## config.mk

```make
export PLATFORM = sky130hd
export DESIGN_NAME = cpmc_core
export DESIGN_NICKNAME = d
export VERILOG_FILES = /design/src/hdl/cpmc_pkg.sv /design/src/hdl/cpmc_timeout.sv /design/src/hdl/cpmc_core.sv
export SDC_FILE = /design/constraint.sdc
export NUM_CORES = 1
export LEC_CHECK = 0
export BUFFER_PORTS_ARGS = -buffer_cell sky130_fd_sc_hd__clkbuf_2
export CAP_MARGIN = 20
export CORE_ASPECT_RATIO = 0.75
export CORE_MARGIN = 10
export CORE_UTILIZATION = 35
export CTS_BUF_LIST = sky130_fd_sc_hd__clkbuf_2 sky130_fd_sc_hd__clkbuf_4 sky130_fd_sc_hd__clkbuf_8
export CTS_CLUSTER_DIAMETER = 200
export CTS_CLUSTER_SIZE = 40
export DETAILED_ROUTE_END_ITERATION = 8
export MAX_ROUTING_LAYER = met4
export PLACE_DENSITY = 0.6
export SLEW_MARGIN = 20
export SYNTH_ARGS = -nofsm -noshare
export SYNTH_HDL_FRONTEND = slang
export SYNTH_HIERARCHICAL = 1
export SYNTH_SLANG_ARGS = --single-unit
```

## constraint.sdc

```tcl
create_clock -name aclk -period 2.3 [get_ports aclk]
set_clock_uncertainty 0.2 [all_clocks]
set_input_delay 0.46 -clock aclk [delete_from_list [all_inputs] [get_ports aclk]]
set_output_delay 0.46 -clock aclk [all_outputs]
set_load 0.02 [all_outputs]
```

## src/hdl/cpmc_pkg.sv

```systemverilog
package cpmc_pkg;
    // ==========================================================
    // Register map (byte addresses on the AXI4-Lite bus)
    localparam logic [7:0] CPMC_PWR_CTRL_OFS    = 8'h00;  // power_control_reg
    localparam logic [7:0] CPMC_ANA_EN_OFS      = 8'h04;  // Analog shutdown enables
    localparam logic [7:0] CPMC_WDOG_CTRL_OFS   = 8'h08;  // watchdog_timer control
    localparam logic [7:0] CPMC_MCD_CTRL_OFS    = 8'h0C;  // missing_clock_detector ctrl
    localparam logic [7:0] CPMC_STATUS_OFS      = 8'h10;  // Mode and reset cause
    localparam logic [7:0] CPMC_WAKE_OFS        = 8'h14;  // CPU side: instr done, wake

    // ==========================================================
    // Field positions
    localparam int CPMC_IDLE_BIT  = 0;
    localparam int CPMC_STOP_BIT  = 1;
    localparam int CPMC_FLAGS_LSB = 2;
    localparam int CPMC_FLAGS_MSB = 7;
    localparam int CPMC_WD_EN_BIT   = 0;
    localparam int CPMC_WD_LOCK_BIT = 1;
    localparam int CPMC_WD_KICK_BIT = 2;

    // ==========================================================
    // Reset values
    localparam logic [7:0] CPMC_PWR_CTRL_RST = 8'h00;
    localparam logic [7:0] CPMC_ANA_EN_RST   = 8'hFF;
    localparam logic [2:0] CPMC_WDOG_RST     = 3'h1;   // Watchdog enabled after reset
    localparam logic       CPMC_MCD_RST      = 1'b0;
    localparam logic [15:0] CPMC_RESET_PC    = 16'h0000;

    // ==========================================================
    // Timing
    localparam int CPMC_CLK_MHZ     = 100;
    localparam int CPMC_MCD_TMO_US  = 100;
    localparam int CPMC_MCD_CYCLES  = CPMC_MCD_TMO_US * CPMC_CLK_MHZ;
    localparam int CPMC_WDOG_CYCLES = 65536;
    localparam int CPMC_RST_CYCLES  = 4;
    localparam logic [2:0] CPMC_RST_CYC3 = 3'h4;

    // ==========================================================
    // Power modes
    typedef enum logic [1:0] {
        CPMC_RUN   = 2'b00,
        CPMC_IDLE  = 2'b01,
        CPMC_STOP  = 2'b10,
        CPMC_RESET = 2'b11
    } cpmc_mode_t;
endpackage

```

## src/hdl/cpmc_timeout.sv

```systemverilog
`timescale 1ns/100ps
// ==========================================================
// Down counter that pulses once when it runs out
module cpmc_timeout #(
    parameter int LIMIT = 16
) (
    input  wire logic aclk,
    input  wire logic aresetn,
    input  wire logic run,
    input  wire logic restart,
    output logic      expired
);
    localparam int W = $clog2(LIMIT + 1);
    localparam logic [W-1:0] LOAD = W'(LIMIT - 1);

    logic [W-1:0] cnt_q;

    // Count only while running; reload on restart or when idle
    always_ff @(posedge aclk) begin
        if (!aresetn || restart || !run) begin
            cnt_q   <= LOAD;
            expired <= 1'b0;
        end else if (cnt_q == '0) begin
            cnt_q   <= LOAD;
            expired <= 1'b1;
        end else begin
            cnt_q   <= cnt_q - 1'b1;
            expired <= 1'b0;
        end
    end
endmodule

```

## src/hdl/cpmc_core.sv

```systemverilog
`timescale 1ns/100ps
// What this block does
// (RULE_01) Idle halts only the CPU; clocks and peripherals keep running.
// (RULE_02) Stop halts CPU, timers, interrupts, internal oscillator; missing-clock detector stays.
// (RULE_03) Writing one to power bit 0 enters Idle after the writing instruction.
// (RULE_04) Registers and memory keep their contents during Idle.
// (RULE_05) Idle ends only on an enabled interrupt or any reset.
// (RULE_06) Interrupt wake clears the idle bit and lets the CPU resume.
// (RULE_07) Pending interrupt is serviced, then return continues after the idle write.
// (RULE_08) Reset ending Idle runs reset sequence and starts at address zero.
// (RULE_09) Enabled watchdog counts in Idle and its reset ends Idle.
// (RULE_10) Watchdog can be disabled before Idle only when its lock permits.
// (RULE_11) Writing one to power bit 1 enters Stop after the writing instruction.
// (RULE_12) Each analog peripheral, external oscillator included, has its own shutdown.
// (RULE_13) Only a reset ends Stop; then reset sequence and start at zero.
// (RULE_14) Enabled missing-clock detector resets the core while in Stop.
// (RULE_15) Software should disable the detector before Stops longer than 100 us.
// (RULE_16) Once oscillators are off, only a reset restarts; interrupts cannot.
// (RULE_17) Bits 7 to 2 are plain read-write general flags without effect.
// (RULE_18) Idle and stop bits read zero; writing zero changes nothing.
module cpmc_core (
    input  wire logic        aclk,
    input  wire logic        aresetn,
    input  wire logic [7:0]  s_axi_awaddr,
    input  wire logic        s_axi_awvalid,
    output logic             s_axi_awready,
    input  wire logic [31:0] s_axi_wdata,
    input  wire logic [3:0]  s_axi_wstrb,
    input  wire logic        s_axi_wvalid,
    output logic             s_axi_wready,
    output logic [1:0]       s_axi_bresp,
    output logic             s_axi_bvalid,
    input  wire logic        s_axi_bready,
    input  wire logic [7:0]  s_axi_araddr,
    input  wire logic        s_axi_arvalid,
    output logic             s_axi_arready,
    output logic [31:0]      s_axi_rdata,
    output logic [1:0]       s_axi_rresp,
    output logic             s_axi_rvalid,
    input  wire logic        s_axi_rready,
    input  wire logic        instr_done,
    input  wire logic        irq_pending,
    input  wire logic        ext_reset_n,
    output logic             cpu_run,
    output logic             periph_clk_en,
    output logic             int_osc_en,
    output logic             irq_gate_en,
    output logic [7:0]       analog_en,
    output logic             core_reset,
    output logic [15:0]      reset_pc
);
    import cpmc_pkg::*;

    // ==========================================================
    // State
    cpmc_mode_t  mode_q;
    logic [5:0]  flags_q;
    logic        idle_req_q;
    logic        stop_req_q;
    logic [7:0]  ana_q;
    logic        wd_en_q;
    logic        wd_lock_q;
    logic        mcd_en_q;
    logic [2:0]  rst_cnt_q;
    logic [1:0]  cause_q;
    logic        ext_sync1_q;
    logic        ext_sync2_q;
    logic        irq_sync1_q;
    logic        irq_sync2_q;
    logic        wd_expired;
    logic        mcd_expired;
    logic        wd_kick;

    // ==========================================================
    // AXI4-Lite write channel: address and data taken in any order
    logic        aw_have_q;
    logic        w_have_q;
    logic [7:0]  aw_addr_q;
    logic [31:0] w_data_q;
    logic [3:0]  w_strb_q;
    logic        wr_fire;

    assign wr_fire = aw_have_q && w_have_q && !s_axi_bvalid;

    // Hold each channel once taken until the response goes out
    // Ready is a one-cycle pulse, so a held valid is taken exactly once
    always_ff @(posedge aclk) begin
        if (!aresetn) begin
            aw_have_q     <= 1'b0;
            w_have_q      <= 1'b0;
            s_axi_awready <= 1'b0;
            s_axi_wready  <= 1'b0;
            s_axi_bvalid  <= 1'b0;
            s_axi_bresp   <= 2'b00;
            aw_addr_q     <= 8'h00;
            w_data_q      <= 32'h0000_0000;
            w_strb_q      <= 4'h0;
        end else begin
            s_axi_awready <= !aw_have_q && !s_axi_awready && s_axi_awvalid;
            s_axi_wready  <= !w_have_q && !s_axi_wready && s_axi_wvalid;
            if (s_axi_awvalid && s_axi_awready) begin
                aw_have_q <= 1'b1;
                aw_addr_q <= s_axi_awaddr;
            end
            if (s_axi_wvalid && s_axi_wready) begin
                w_have_q <= 1'b1;
                w_data_q <= s_axi_wdata;
                w_strb_q <= s_axi_wstrb;
            end
            if (wr_fire) begin
                aw_have_q    <= 1'b0;
                w_have_q     <= 1'b0;
                s_axi_bvalid <= 1'b1;
                s_axi_bresp  <= (aw_addr_q[1:0] != 2'b00 ||
                                 aw_addr_q > CPMC_WAKE_OFS) ? 2'b10 : 2'b00;
            end else if (s_axi_bready) begin
                s_axi_bvalid <= 1'b0;
            end
        end
    end

    // Only byte lane 0 carries writable bits; a write without it is ignored
    logic wr_pwr;
    logic wr_ana;
    logic wr_wd;
    logic wr_mcd;
    assign wr_pwr = wr_fire && aw_addr_q == CPMC_PWR_CTRL_OFS && w_strb_q[0];
    assign wr_ana = wr_fire && aw_addr_q == CPMC_ANA_EN_OFS && w_strb_q[0];
    assign wr_wd  = wr_fire && aw_addr_q == CPMC_WDOG_CTRL_OFS && w_strb_q[0];
    assign wr_mcd = wr_fire && aw_addr_q == CPMC_MCD_CTRL_OFS && w_strb_q[0];
    assign wd_kick = wr_wd && w_data_q[CPMC_WD_KICK_BIT];

    // ==========================================================
    // Pin synchronisers: first stage read only by the second
    // Reset pin idles high, so the stages start high to avoid a false reset
    always_ff @(posedge aclk) begin
        if (!aresetn) begin
            ext_sync1_q <= 1'b1;
            ext_sync2_q <= 1'b1;
            irq_sync1_q <= 1'b0;
            irq_sync2_q <= 1'b0;
        end else begin
            ext_sync1_q <= ext_reset_n;
            ext_sync2_q <= ext_sync1_q;
            irq_sync1_q <= irq_pending;
            irq_sync2_q <= irq_sync1_q;
        end
    end

    // ==========================================================
    // Power control register: command bits plus general flags
    always_ff @(posedge aclk) begin
        if (!aresetn || mode_q == CPMC_RESET) begin
            flags_q    <= CPMC_PWR_CTRL_RST[CPMC_FLAGS_MSB:CPMC_FLAGS_LSB];
            idle_req_q <= 1'b0;
            stop_req_q <= 1'b0;
        end else begin
            // Requests are consumed once the mode is entered
            if (mode_q == CPMC_RUN && instr_done) begin
                idle_req_q <= 1'b0;
                stop_req_q <= 1'b0;
            end
            // A write landing with a retire comes last, so the new request wins
            if (wr_pwr) begin
                flags_q <= w_data_q[CPMC_FLAGS_MSB:CPMC_FLAGS_LSB];  // see RULE_17
                // Writing zero leaves a pending request alone  see RULE_18
                if (w_data_q[CPMC_IDLE_BIT]) idle_req_q <= 1'b1;    // see RULE_03
                if (w_data_q[CPMC_STOP_BIT]) stop_req_q <= 1'b1;    // see RULE_11
            end
        end
    end

    // ==========================================================
    // Analog shutdowns, watchdog and detector controls
    // Analog writes are taken in run only, so none can race a stop entry
    always_ff @(posedge aclk) begin
        if (!aresetn) begin
            ana_q <= CPMC_ANA_EN_RST;
        end else if (wr_ana && mode_q == CPMC_RUN) begin
            ana_q <= w_data_q[7:0];                                 // see RULE_12
        end
    end

    // Lock is sticky until reset so a stray write cannot kill the watchdog
    always_ff @(posedge aclk) begin
        if (!aresetn || mode_q == CPMC_RESET) begin
            wd_en_q   <= CPMC_WDOG_RST[CPMC_WD_EN_BIT];
            wd_lock_q <= CPMC_WDOG_RST[CPMC_WD_LOCK_BIT];
            mcd_en_q  <= CPMC_MCD_RST;
        end else begin
            if (wr_wd) begin
                if (w_data_q[CPMC_WD_EN_BIT] || !wd_lock_q) begin
                    wd_en_q <= w_data_q[CPMC_WD_EN_BIT];            // see RULE_10
                end
                if (w_data_q[CPMC_WD_LOCK_BIT]) wd_lock_q <= 1'b1;
            end
            if (wr_mcd) mcd_en_q <= w_data_q[0];
        end
    end

    // A kick write reloads the count; while disabled it rests at its load value
    // Watchdog counts in run and idle, reloaded to its load value in stop  see RULE_09
    cpmc_timeout #(.LIMIT(CPMC_WDOG_CYCLES)) u_wdog (
        .aclk    (aclk),
        .aresetn (aresetn),
        .run     (wd_en_q && (mode_q == CPMC_RUN || mode_q == CPMC_IDLE)),
        .restart (wd_kick),
        .expired (wd_expired)
    );

    // Limitation: the detector counts aclk cycles and does not watch a real edge
    // Detector times the stopped oscillator  see RULE_14
    cpmc_timeout #(.LIMIT(CPMC_MCD_CYCLES)) u_mcd (
        .aclk    (aclk),
        .aresetn (aresetn),
        .run     (mcd_en_q && mode_q == CPMC_STOP),
        .restart (1'b0),
        .expired (mcd_expired)
    );

    // ==========================================================
    // Mode sequencer
    // Any reset source outranks every mode, stop included
    logic any_reset;
    assign any_reset = !ext_sync2_q || wd_expired || mcd_expired;

    always_ff @(posedge aclk) begin
        if (!aresetn) begin
            mode_q    <= CPMC_RESET;
            rst_cnt_q <= 3'h0;
            cause_q   <= 2'b00;
        end else if (any_reset && mode_q != CPMC_RESET) begin
            mode_q    <= CPMC_RESET;                           // see RULE_08, RULE_13
            rst_cnt_q <= 3'h0;
            cause_q   <= {mcd_expired, wd_expired};
        end else begin
            unique case (mode_q)
                CPMC_RUN: begin
                    // Enter only once the writing instruction has retired
                    // Stop outranks idle when both requests wait on the same retire
                    if (instr_done && stop_req_q)      mode_q <= CPMC_STOP;  // see RULE_11
                    else if (instr_done && idle_req_q) mode_q <= CPMC_IDLE;  // see RULE_03
                end
                CPMC_IDLE: begin
                    // CPU resumes into the handler; return lands after the write
                    if (irq_sync2_q) mode_q <= CPMC_RUN;         // see RULE_05, RULE_06, RULE_07
                end
                CPMC_STOP: begin
                    mode_q <= CPMC_STOP;                         // see RULE_16
                end
                CPMC_RESET: begin
                    // A held reset pin keeps the sequence at its start
                    if (!ext_sync2_q) rst_cnt_q <= 3'h0;
                    else if (rst_cnt_q == CPMC_RST_CYC3) mode_q <= CPMC_RUN;
                    else rst_cnt_q <= rst_cnt_q + 3'h1;
                end
            endcase
        end
    end

    // ==========================================================
    // Gating outputs; clocks stay on in idle and state is untouched
    // Mode outputs lag the mode by one cycle, but they always move together; analog_en lags ana_q instead
    always_ff @(posedge aclk) begin
        if (!aresetn) begin
            cpu_run       <= 1'b0;
            periph_clk_en <= 1'b1;
            int_osc_en    <= 1'b1;
            irq_gate_en   <= 1'b0;
            analog_en     <= CPMC_ANA_EN_RST;
            core_reset    <= 1'b1;
            reset_pc      <= CPMC_RESET_PC;
        end else begin
            cpu_run       <= mode_q == CPMC_RUN;                 // see RULE_01, RULE_04
            periph_clk_en <= mode_q != CPMC_STOP;                // see RULE_02
            int_osc_en    <= mode_q != CPMC_STOP;                // see RULE_02
            irq_gate_en   <= mode_q == CPMC_RUN || mode_q == CPMC_IDLE;
            analog_en     <= ana_q;                              // see RULE_12
            core_reset    <= mode_q == CPMC_RESET;               // see RULE_13
            reset_pc      <= CPMC_RESET_PC;                      // see RULE_08
        end
    end

    // ==========================================================
    // AXI4-Lite read channel, one cycle answer
    // Address is looked at only on the handshake edge, where it must still stand
    logic [31:0] rd_val;
    always_comb begin
        unique case (s_axi_araddr)
            CPMC_PWR_CTRL_OFS:  rd_val = {24'h0, flags_q, 2'b00};        // see RULE_18
            CPMC_ANA_EN_OFS:    rd_val = {24'h0, ana_q};
            CPMC_WDOG_CTRL_OFS: rd_val = {30'h0, wd_lock_q, wd_en_q};
            CPMC_MCD_CTRL_OFS:  rd_val = {31'h0, mcd_en_q};
            CPMC_STATUS_OFS:    rd_val = {28'h0, cause_q, mode_q};
            default:            rd_val = 32'h0000_0000;
        endcase
    end

    always_ff @(posedge aclk) begin
        if (!aresetn) begin
            s_axi_arready <= 1'b0;
            s_axi_rvalid  <= 1'b0;
            s_axi_rdata   <= 32'h0000_0000;
            s_axi_rresp   <= 2'b00;
        end else begin
            s_axi_arready <= s_axi_arvalid && !s_axi_arready && !s_axi_rvalid;
            if (s_axi_arvalid && s_axi_arready) begin
                s_axi_rvalid <= 1'b1;
                s_axi_rdata  <= rd_val;
                s_axi_rresp  <= (s_axi_araddr[1:0] != 2'b00 ||
                                 s_axi_araddr > CPMC_STATUS_OFS) ? 2'b10 : 2'b00;
            end else if (s_axi_rready) begin
                s_axi_rvalid <= 1'b0;
            end
        end
    end
endmodule

```

==> summary.txt, run 1 <==
Outcome
  • Run status: completed

Critical path
  • Master of the slowest instance on the critical path: sky130_fd_sc_hd__or4_4
  • Data required time at the worst endpoint: 2.38 ns
  • Nature of the critical path endpoint: flop
  • Startpoint type of the worst setup path: flop
  • Path type of the worst setup path: flop to flop
  • Worst path cell trace: inv_1 -> ha_2 -> or4b_4 -> or4_4 -> o21a_4 -> o311ai_1
  • Slowest Stage Delay on Critical Path: 0.56 ns
  • Arrival time of the worst setup path: 2.34 ns
  • Biggest fanout along the worst timing path: 8

Power and ir drop
  • Leakage dissipation: 2.14 nW
  • Worst-case vdd ir drop: 367 uV
  • Post-layout power: 3.80 mW
  • Power density over cell area: 704 nW/um2

Clocking
  • Clock root buffer: sky130_fd_sc_hd__clkbuf_8
  • Clock latency at the later pin of the worst-skew pair: 0.37 ns
  • Number of buffers on the longest clock path: 2
  • Clock slew at the register clock pins of the worst setup and hold paths: 0.10 ns
  • H-tree levels: 3
  • Clk sinks: 109
  • Clock tree from TritonCTS: done
  • Hold-fix buffers, CTS: 0
  • Number of clock buffers inserted by TritonCTS: 9

Drt
  • Routed Wire Length: 10.4 mm
  • Iteration-0 DRC Markers: 168
  • Via-per-instance ratio: 4.67
  • Routed wire per std cell: 13.6 um
  • Vias post-DR: 3560
  • First-pass DRT Iterations: 4
  • DR DRC count: 0
  • Remaining antenna violation count after routing: 0

Floorplanning
  • Height of the die: 121 um
  • Standard cell core area: 13200 um2
  • Number of cell rows: 36
  • Initial standard-cell utilization of the core: 36.3%
  • Overall die width: 155 um
  • Ports placed on the boundary: 132
  • Total die area: 18800 um2

Global route
  • Wire length of the first global-routing pass: 16.8 mm
  • Antenna violations before repair: 0
  • Maximum number of pins on one net before global-route repair: 21
  • Grt ovf: 0
  • Global router's overall resource usage: 11.1%
  • Vias in the first global route: 3511

Synth
  • Count of flip-flops with a built-in enable after synthesis: 0
  • Instance count of the mapped netlist: 517
  • Count of synthesis-stage warnings from yosys: 6
  • #FFs+latches synth: 109
  • Mapped Area: 4770 um2
  • Portion of the post-synthesis area used by sequential elements: 45.7%
  • Number of different library cells in the post-synthesis netlist: 56
  • Fraction of registers with async set/reset: 0%
  • Post-synth top flop: sky130_fd_sc_hd__dfxtp_1
  • Synthesized area per cell: 9.24 um2

Timing
  • Count of endpoints failing hold in the final timing report: 0
  • Max Clock Freq: 443 MHz
  • Post-route worst hold slack: 0.0726 ns
  • Period minus WS final: 2.26 ns
  • Total setup violations reported at the end of the flow: 0
  • Relative max-transition margin: 67.5%
  • Count of final max-slew check failures: 0
  • Setup repair after global routing missed its margin: true
  • Post-route fraction of the period consumed by the critical path: 98.1%
  • Actual slew at the worst max-slew pin: 0.480 ns

Layout
  • Number of nets in the layout: 652
  • Area growth from synthesis to layout: 13.1%
  • Sequential standard cell area: 2180 um2
  • Antenna cell count: 0
  • FILL cells: 1341
  • Leading cell types in the layout, fill and taps excluded: sky130_fd_sc_hd__dfxtp_1 (107), sky130_fd_sc_hd__nand2_1 (66), sky130_fd_sc_hd__clkbuf_2 (62)
  • Combined area of the multi-input logic cells: 2320 um2
  • Post-layout instance count excluding filler cells: 762
  • Ratio of cells with drive above 1 in the final layout: 23.2%
  • Commonest non-fill, non-tap cell in the layout: sky130_fd_sc_hd__dfxtp_1

Placement
  • Post-detailed-placement half-perimeter wirelength: 7.94 mm
  • Gpl congestion: 0.769
  • Port Buffers: 62
  • Placed insts: 745

Flow run
  • Total of max-cap violations: 0

Worst hold path
  • HP Class: input port to flop
## worst paths after layout
check | startpoint | endpoint | slack, ns | cells past startpoint
setup / recovery | u_wdog/cnt_q[0] | u_wdog/cnt_q[7] | 0.04 | 6
hold / removal | ext_reset_n | ext_sync1_q | 0.07 | 2
setup reg to reg | u_wdog/cnt_q[0] | u_wdog/cnt_q[7] | 0.04 | 6
hold reg to reg | u_wdog/cnt_q[0] | u_wdog/cnt_q[0] | 0.22 | 1
## critical path, delay by kind of cell (launching register included)
kind | cells | cell delay (ns)
and+or+nand+nor | 2 | 1.03
DFF | 1 | 0.35
AOI/OAI and AO/OA | 2 | 0.34
adders and majority gates | 1 | 0.18
buffers and inverters | 1 | 0.06
## final cells by class
cell class	instances	share of cell area [%]
inverter	12	0.834
sequential	109	40.4
multi-input combinational	375	42.9
tap	171	3.96
timing repair buffer	79	8.11
clock buffer	9	2.29
clock inverter	7	1.41
## sequential cells by signal (all words and copies together), names as in the netlist, 2 cells and up
register,cells
ana_q,8
analog_en,8
aw_addr_q,8
cause_q,2
flags_q,6
mode_q,2
rst_cnt_q,3
s_axi_rdata,8
u_mcd/cnt_q,14
u_wdog/cnt_q,17
w_data_q,8
## power breakdown
| part | total (mW) | switching [mW] | internal [mW] |
|---|---|---|---|
| logic | 0.598 | 0.378 | 0.220 |
| clock network | 1.16 | 0.650 | 0.507 |
| registers | 2.05 | 0.0813 | 1.96 |
| total | 3.80 | 1.11 | 2.69 |
## Yosys cell counts (2+ instances only)
cell                       count  area (um2)
sky130_fd_sc_hd__dfxtp_1     109        2180
sky130_fd_sc_hd__nand2_1      66         248
sky130_fd_sc_hd__buf_4        43         323
sky130_fd_sc_hd__nor2_1       32         120
sky130_fd_sc_hd__a21oi_1      24         120
sky130_fd_sc_hd__a21boi_0     19         143
sky130_fd_sc_hd__nand3_1      18        90.1
sky130_fd_sc_hd__clkbuf_1     17        63.8
sky130_fd_sc_hd__xnor2_1      16         140
sky130_fd_sc_hd__mux2i_1      13         130
sky130_fd_sc_hd__o21ai_0      13        65.1
sky130_fd_sc_hd__or2b_2       13         114
sky130_fd_sc_hd__inv_1        12        45.0
sky130_fd_sc_hd__or4_1        10        75.1
sky130_fd_sc_hd__and2_1        9        56.3
sky130_fd_sc_hd__mux2_2        9         101
sky130_fd_sc_hd__nor4_1        8        50.1
sky130_fd_sc_hd__nand3b_1      6        45.0
sky130_fd_sc_hd__o31ai_1       6        45.0
sky130_fd_sc_hd__or3_1         6        37.5
sky130_fd_sc_hd__and3_1        5        31.3
sky130_fd_sc_hd__nand2b_1      5        31.3
sky130_fd_sc_hd__nor3_1        5        25.0
sky130_fd_sc_hd__and3b_1       4        35.0
sky130_fd_sc_hd__ha_1          4        50.1
sky130_fd_sc_hd__nor3b_1       4        30.0
sky130_fd_sc_hd__nor2b_1       3        18.8
sky130_fd_sc_hd__or4_4         3        33.8
sky130_fd_sc_hd__a22oi_1       2        15.0
sky130_fd_sc_hd__a31o_2        2        17.5
sky130_fd_sc_hd__nor4b_1       2        17.5
sky130_fd_sc_hd__nor4bb_1      2        20.0
sky130_fd_sc_hd__or2_2         2        12.5
sky130_fd_sc_hd__or2b_1        2        15.0
sky130_fd_sc_hd__xor2_1        2        17.5
## metrics by stage
stage               TNS (ns)  setup slack, ns  area (um2)  utilization [%]
finish                     0           0.0446        5400             41.1
global route         -0.0748          -0.0313        5400             41.1
CTS                        0           0.0278        5370             40.8
detailed placement   -0.0148          -0.0123        5170             39.3
global placement           0           0.0463        5170             39.3
floorplan                  0           0.0478        4930                -
## metal layers
metal / global-route usage, % / routed length [um] / part of all wire (%) / vias to the layer above
met2: 15.2 / 4170 / 40 / 85
met5: - / 0 / 0 / -
met3: 3.79 / 550 / 5.3 / 10
li1: - / - / - / 1823
met1: 15.0 / 5550 / 53 / 1642
met4: 3.00 / 122 / 1.2 / 0
## kinds of logic after synthesis
group                      Yosys count  synth area share (%)
other                                1                0.0785
adders and majority gates            4                  1.05
xor gates and xnor gates            18                  3.30
muxes                               22                  4.85
buffers and inverters               76                  9.67
DFF                                109                  45.7
and+or+nand+nor                    213                  25.4
AOI/OAI and AO/OA                   74                  9.93
## timing repair
item	CTS	global route
buffers inserted	0	0
endpoints found under the hold margin	0	0
setup endpoints to repair	0	16
resized for setup	0	8
(Power assumes the default switching activity.)
==> inputs of run 2 (changes only) <==
Settings changed: MAX_ROUTING_LAYER met4 to default, TNS_END_PERCENT from default to 50.
==> run 2 against run 1 <==
  * Critical path depth did not move
  * Critical endpoint unchanged
  * Via count did not move
  * Critical path type unchanged
  * Count of clock-buffer cells in the layout did not move
  * Total power barely moved
  * Design area did not move
  * Flip-flop and latch count did not move
  * Highest routed layer unchanged
  * Global-route usage fell by 0.30 points
  * First-iteration DRC count fell by 5.4%
  * Utilization did not move
  * Non-clock buffer count did not move
==> summary.txt, run 2 (synthesis gave the netlist of run 1 again) <==
Critical path
  • Arrival time of the worst setup path: 2.34 ns (about the same)
  • Capture point of the worst reg-to-reg path: u_wdog/cnt_q[7]
  • Biggest fanout along the worst timing path: 8 (unchanged)
  • Nature of the critical path endpoint: flop
  • Minimum setup slack among reg-to-reg paths: 0.04 ns (about the same)
  • Launch point of the worst path: u_wdog/cnt_q[0]
  • Startpoint type of the worst setup path: flop
  • Capturing instance or port of the critical path: u_wdog/cnt_q[7]
  • Data required time at the worst endpoint: 2.38 ns (about the same)
  • Path type of the worst setup path: flop to flop
  • Launch point of the worst reg-to-reg path: u_wdog/cnt_q[0]
  • FF-to-FF path depth: 6 (unchanged)

Timing
  • Total setup violations reported at the end of the flow: 0 (unchanged)
  • Post-route worst hold slack: 0.0729 ns (+0.000321 ns)
  • Count of final max-slew check failures: 0 (unchanged)
  • Relative max-transition margin: 67.5% (unchanged)
  • Setup TNS: 0 ns (unchanged)
  • Post-route fraction of the period consumed by the critical path: 98.1% (about the same)
  • Period minus WS final: 2.26 ns (+0.00187 ns)
  • Setup repair after global routing missed its margin: true
  • Actual slew at the worst max-slew pin: 0.480 ns (unchanged)
  • Count of endpoints failing hold in the final timing report: 0 (unchanged)
  • Max Clock Freq: 443 MHz (about the same)

Drt
  • Routed wire per std cell: 13.6 um (unchanged)
  • Iteration-0 DRC Markers: 159 (-5.4%)
  • First-pass DRT Iterations: 4 (unchanged)
  • DR DRC count: 0 (unchanged)
  • Via-per-instance ratio: 4.67 (unchanged)
  • Routed Wire Length: 10.4 mm (unchanged)
  • Remaining antenna violation count after routing: 0 (unchanged)
  • Vias post-DR: 3560 (unchanged)

Power and ir drop
  • Power density over cell area: 704 nW/um2 (about the same)
  • Leakage dissipation: 2.14 nW (unchanged)
  • Worst-case vdd ir drop: 366 uV (about the same)

Layout
  • Combined area of the multi-input logic cells: 2320 um2 (unchanged)
  • Area growth from synthesis to layout: 13.1% (unchanged)
  • Number of flip-flops under the largest register name: 17 (unchanged)
  • Registers with the highest flip-flop counts: u_wdog/cnt_q (17), u_mcd/cnt_q (14)
  • Commonest non-fill, non-tap cell in the layout: sky130_fd_sc_hd__dfxtp_1
  • Ratio of cells with drive above 1 in the final layout: 23.2% (unchanged)
  • Sequential standard cell area: 2180 um2 (unchanged)
  • Number of nets in the layout: 652 (unchanged)
  • Register bank with the most flops: u_wdog/cnt_q
  • FILL cells: 1341 (unchanged)
  • Leading cell types in the layout, fill and taps excluded: sky130_fd_sc_hd__dfxtp_1 (107), sky130_fd_sc_hd__nand2_1 (66), sky130_fd_sc_hd__clkbuf_2 (62)
  • Fin util: 41.1% (unchanged)
  • Final instance area: 5400 um2 (unchanged)
  • Antenna cell count: 0 (unchanged)

Outcome
  • Run status: completed

Clocking
  • Hold-fix buffers, CTS: 0 (unchanged)
  • Number of buffers on the longest clock path: 2 (unchanged)
  • Total setup buffers inserted after CTS: 0 (unchanged)
  • Clock slew at the register clock pins of the worst setup and hold paths: 0.10 ns (about the same)
  • Clk sinks: 109 (unchanged)
  • Clock tree from TritonCTS: done
  • Number of clock buffers inserted by TritonCTS: 9 (unchanged)
  • Resized cells post-CTS: 0 (unchanged)
  • Clock latency at the later pin of the worst-skew pair: 0.37 ns (about the same)
  • Clock root buffer: sky130_fd_sc_hd__clkbuf_8
  • H-tree levels: 3 (unchanged)

Placement
  • Post-detailed-placement half-perimeter wirelength: 7.94 mm (unchanged)
  • Placed instance area: 5170 um2 (unchanged)
  • Port Buffers: 62 (unchanged)
  • Gpl congestion: 0.760 (-1.3%)

Flow run
  • Total of max-cap violations: 0 (unchanged)

Floorplanning
  • Overall die width: 155 um (unchanged)
  • Ports placed on the boundary: 132 (unchanged)
  • Standard cell core area: 13200 um2 (unchanged)
  • Number of cell rows: 36 (unchanged)
  • Initial standard-cell utilization of the core: 36.3% (unchanged)
  • Total die area: 18800 um2 (unchanged)
  • Height of the die: 121 um (unchanged)

Global route
  • Top Usage Layer GRT: met2
  • Met2 usage: 15.2% (unchanged)
  • Met3 Use GR: 4.22% (+0.43 points)
  • Grt ovf: 0 (unchanged)
  • Met1 track demand over resource: 14.7% (-0.23 points)
  • Global router's overall resource usage: 10.7% (-0.30 points)
  • Wire length of the first global-routing pass: 16.8 mm (about the same)
  • Vias in the first global route: 3506 (-0.14%)
  • Antenna violations before repair: 0 (unchanged)
  • Maximum number of pins on one net before global-route repair: 21 (unchanged)

Worst hold path
  • Min-Delay Startpoint: ext_reset_n
  • HP Class: input port to flop
==> run 2: cell counts in the layout (fill, tap and decap cells not counted) <==
No cell type changed its count.
==> run 2: area by class of cell <==
type	count	area share [%]
sequential	109	40.4
inverter	12	0.834
timing repair buffer	79	8.11
clock buffer	9	2.29
multi-input combinational	375	42.9
clock inverter	7	1.41
tap	171	3.96
==> run 2: worst max-delay path, stage by stage (launching register included) <==
cell                       delay (ns)
sky130_fd_sc_hd__dfxtp_2         0.35
sky130_fd_sc_hd__inv_1           0.06
sky130_fd_sc_hd__ha_2            0.18
sky130_fd_sc_hd__or4b_4          0.47
sky130_fd_sc_hd__or4_4           0.56
sky130_fd_sc_hd__o21a_4          0.27
sky130_fd_sc_hd__o311ai_1        0.07
==> run 2: through the flow <==
step / instances / setup WS (ns) / total power [mW]
after floorplan: 559 / 0.0478 / 2.56
after global placement: 745 / 0.0463 / 2.66
after detailed placement: 745 / -0.0123 / 2.68
after CTS: 761 / 0.0278 / 3.83
after global routing: 762 / -0.0313 / 4.00
final: 762 / 0.0427 / 3.80
==> run 2: worst min-delay path by stage <==
stage / cells after the start / end
2_1_floorplan: 1 / u_wdog/cnt_q[0]
3_3_place_gp: 1 / u_wdog/cnt_q[0]
3_5_place_dp: 1 / u_wdog/cnt_q[0]
4_1_cts: 2 / ext_sync1_q
5_1_grt: 2 / ext_sync1_q
6_report: 2 / ext_sync1_q
==> run 2: power by group <==
| group | internal, mW | switching, mW |
|---|---|---|
| sequential | 1.96 | 0.0814 |
| combinational | 0.220 | 0.378 |
| clock | 0.507 | 0.649 |
==> run 2: layer usage <==
metal | part of all wire, % | up-vias
li1 | - | 1823
met1 | 52 | 1642
met2 | 40 | 85
met3 | 6.2 | 10
met4 | 1.2 | 0
met5 | 0 | -
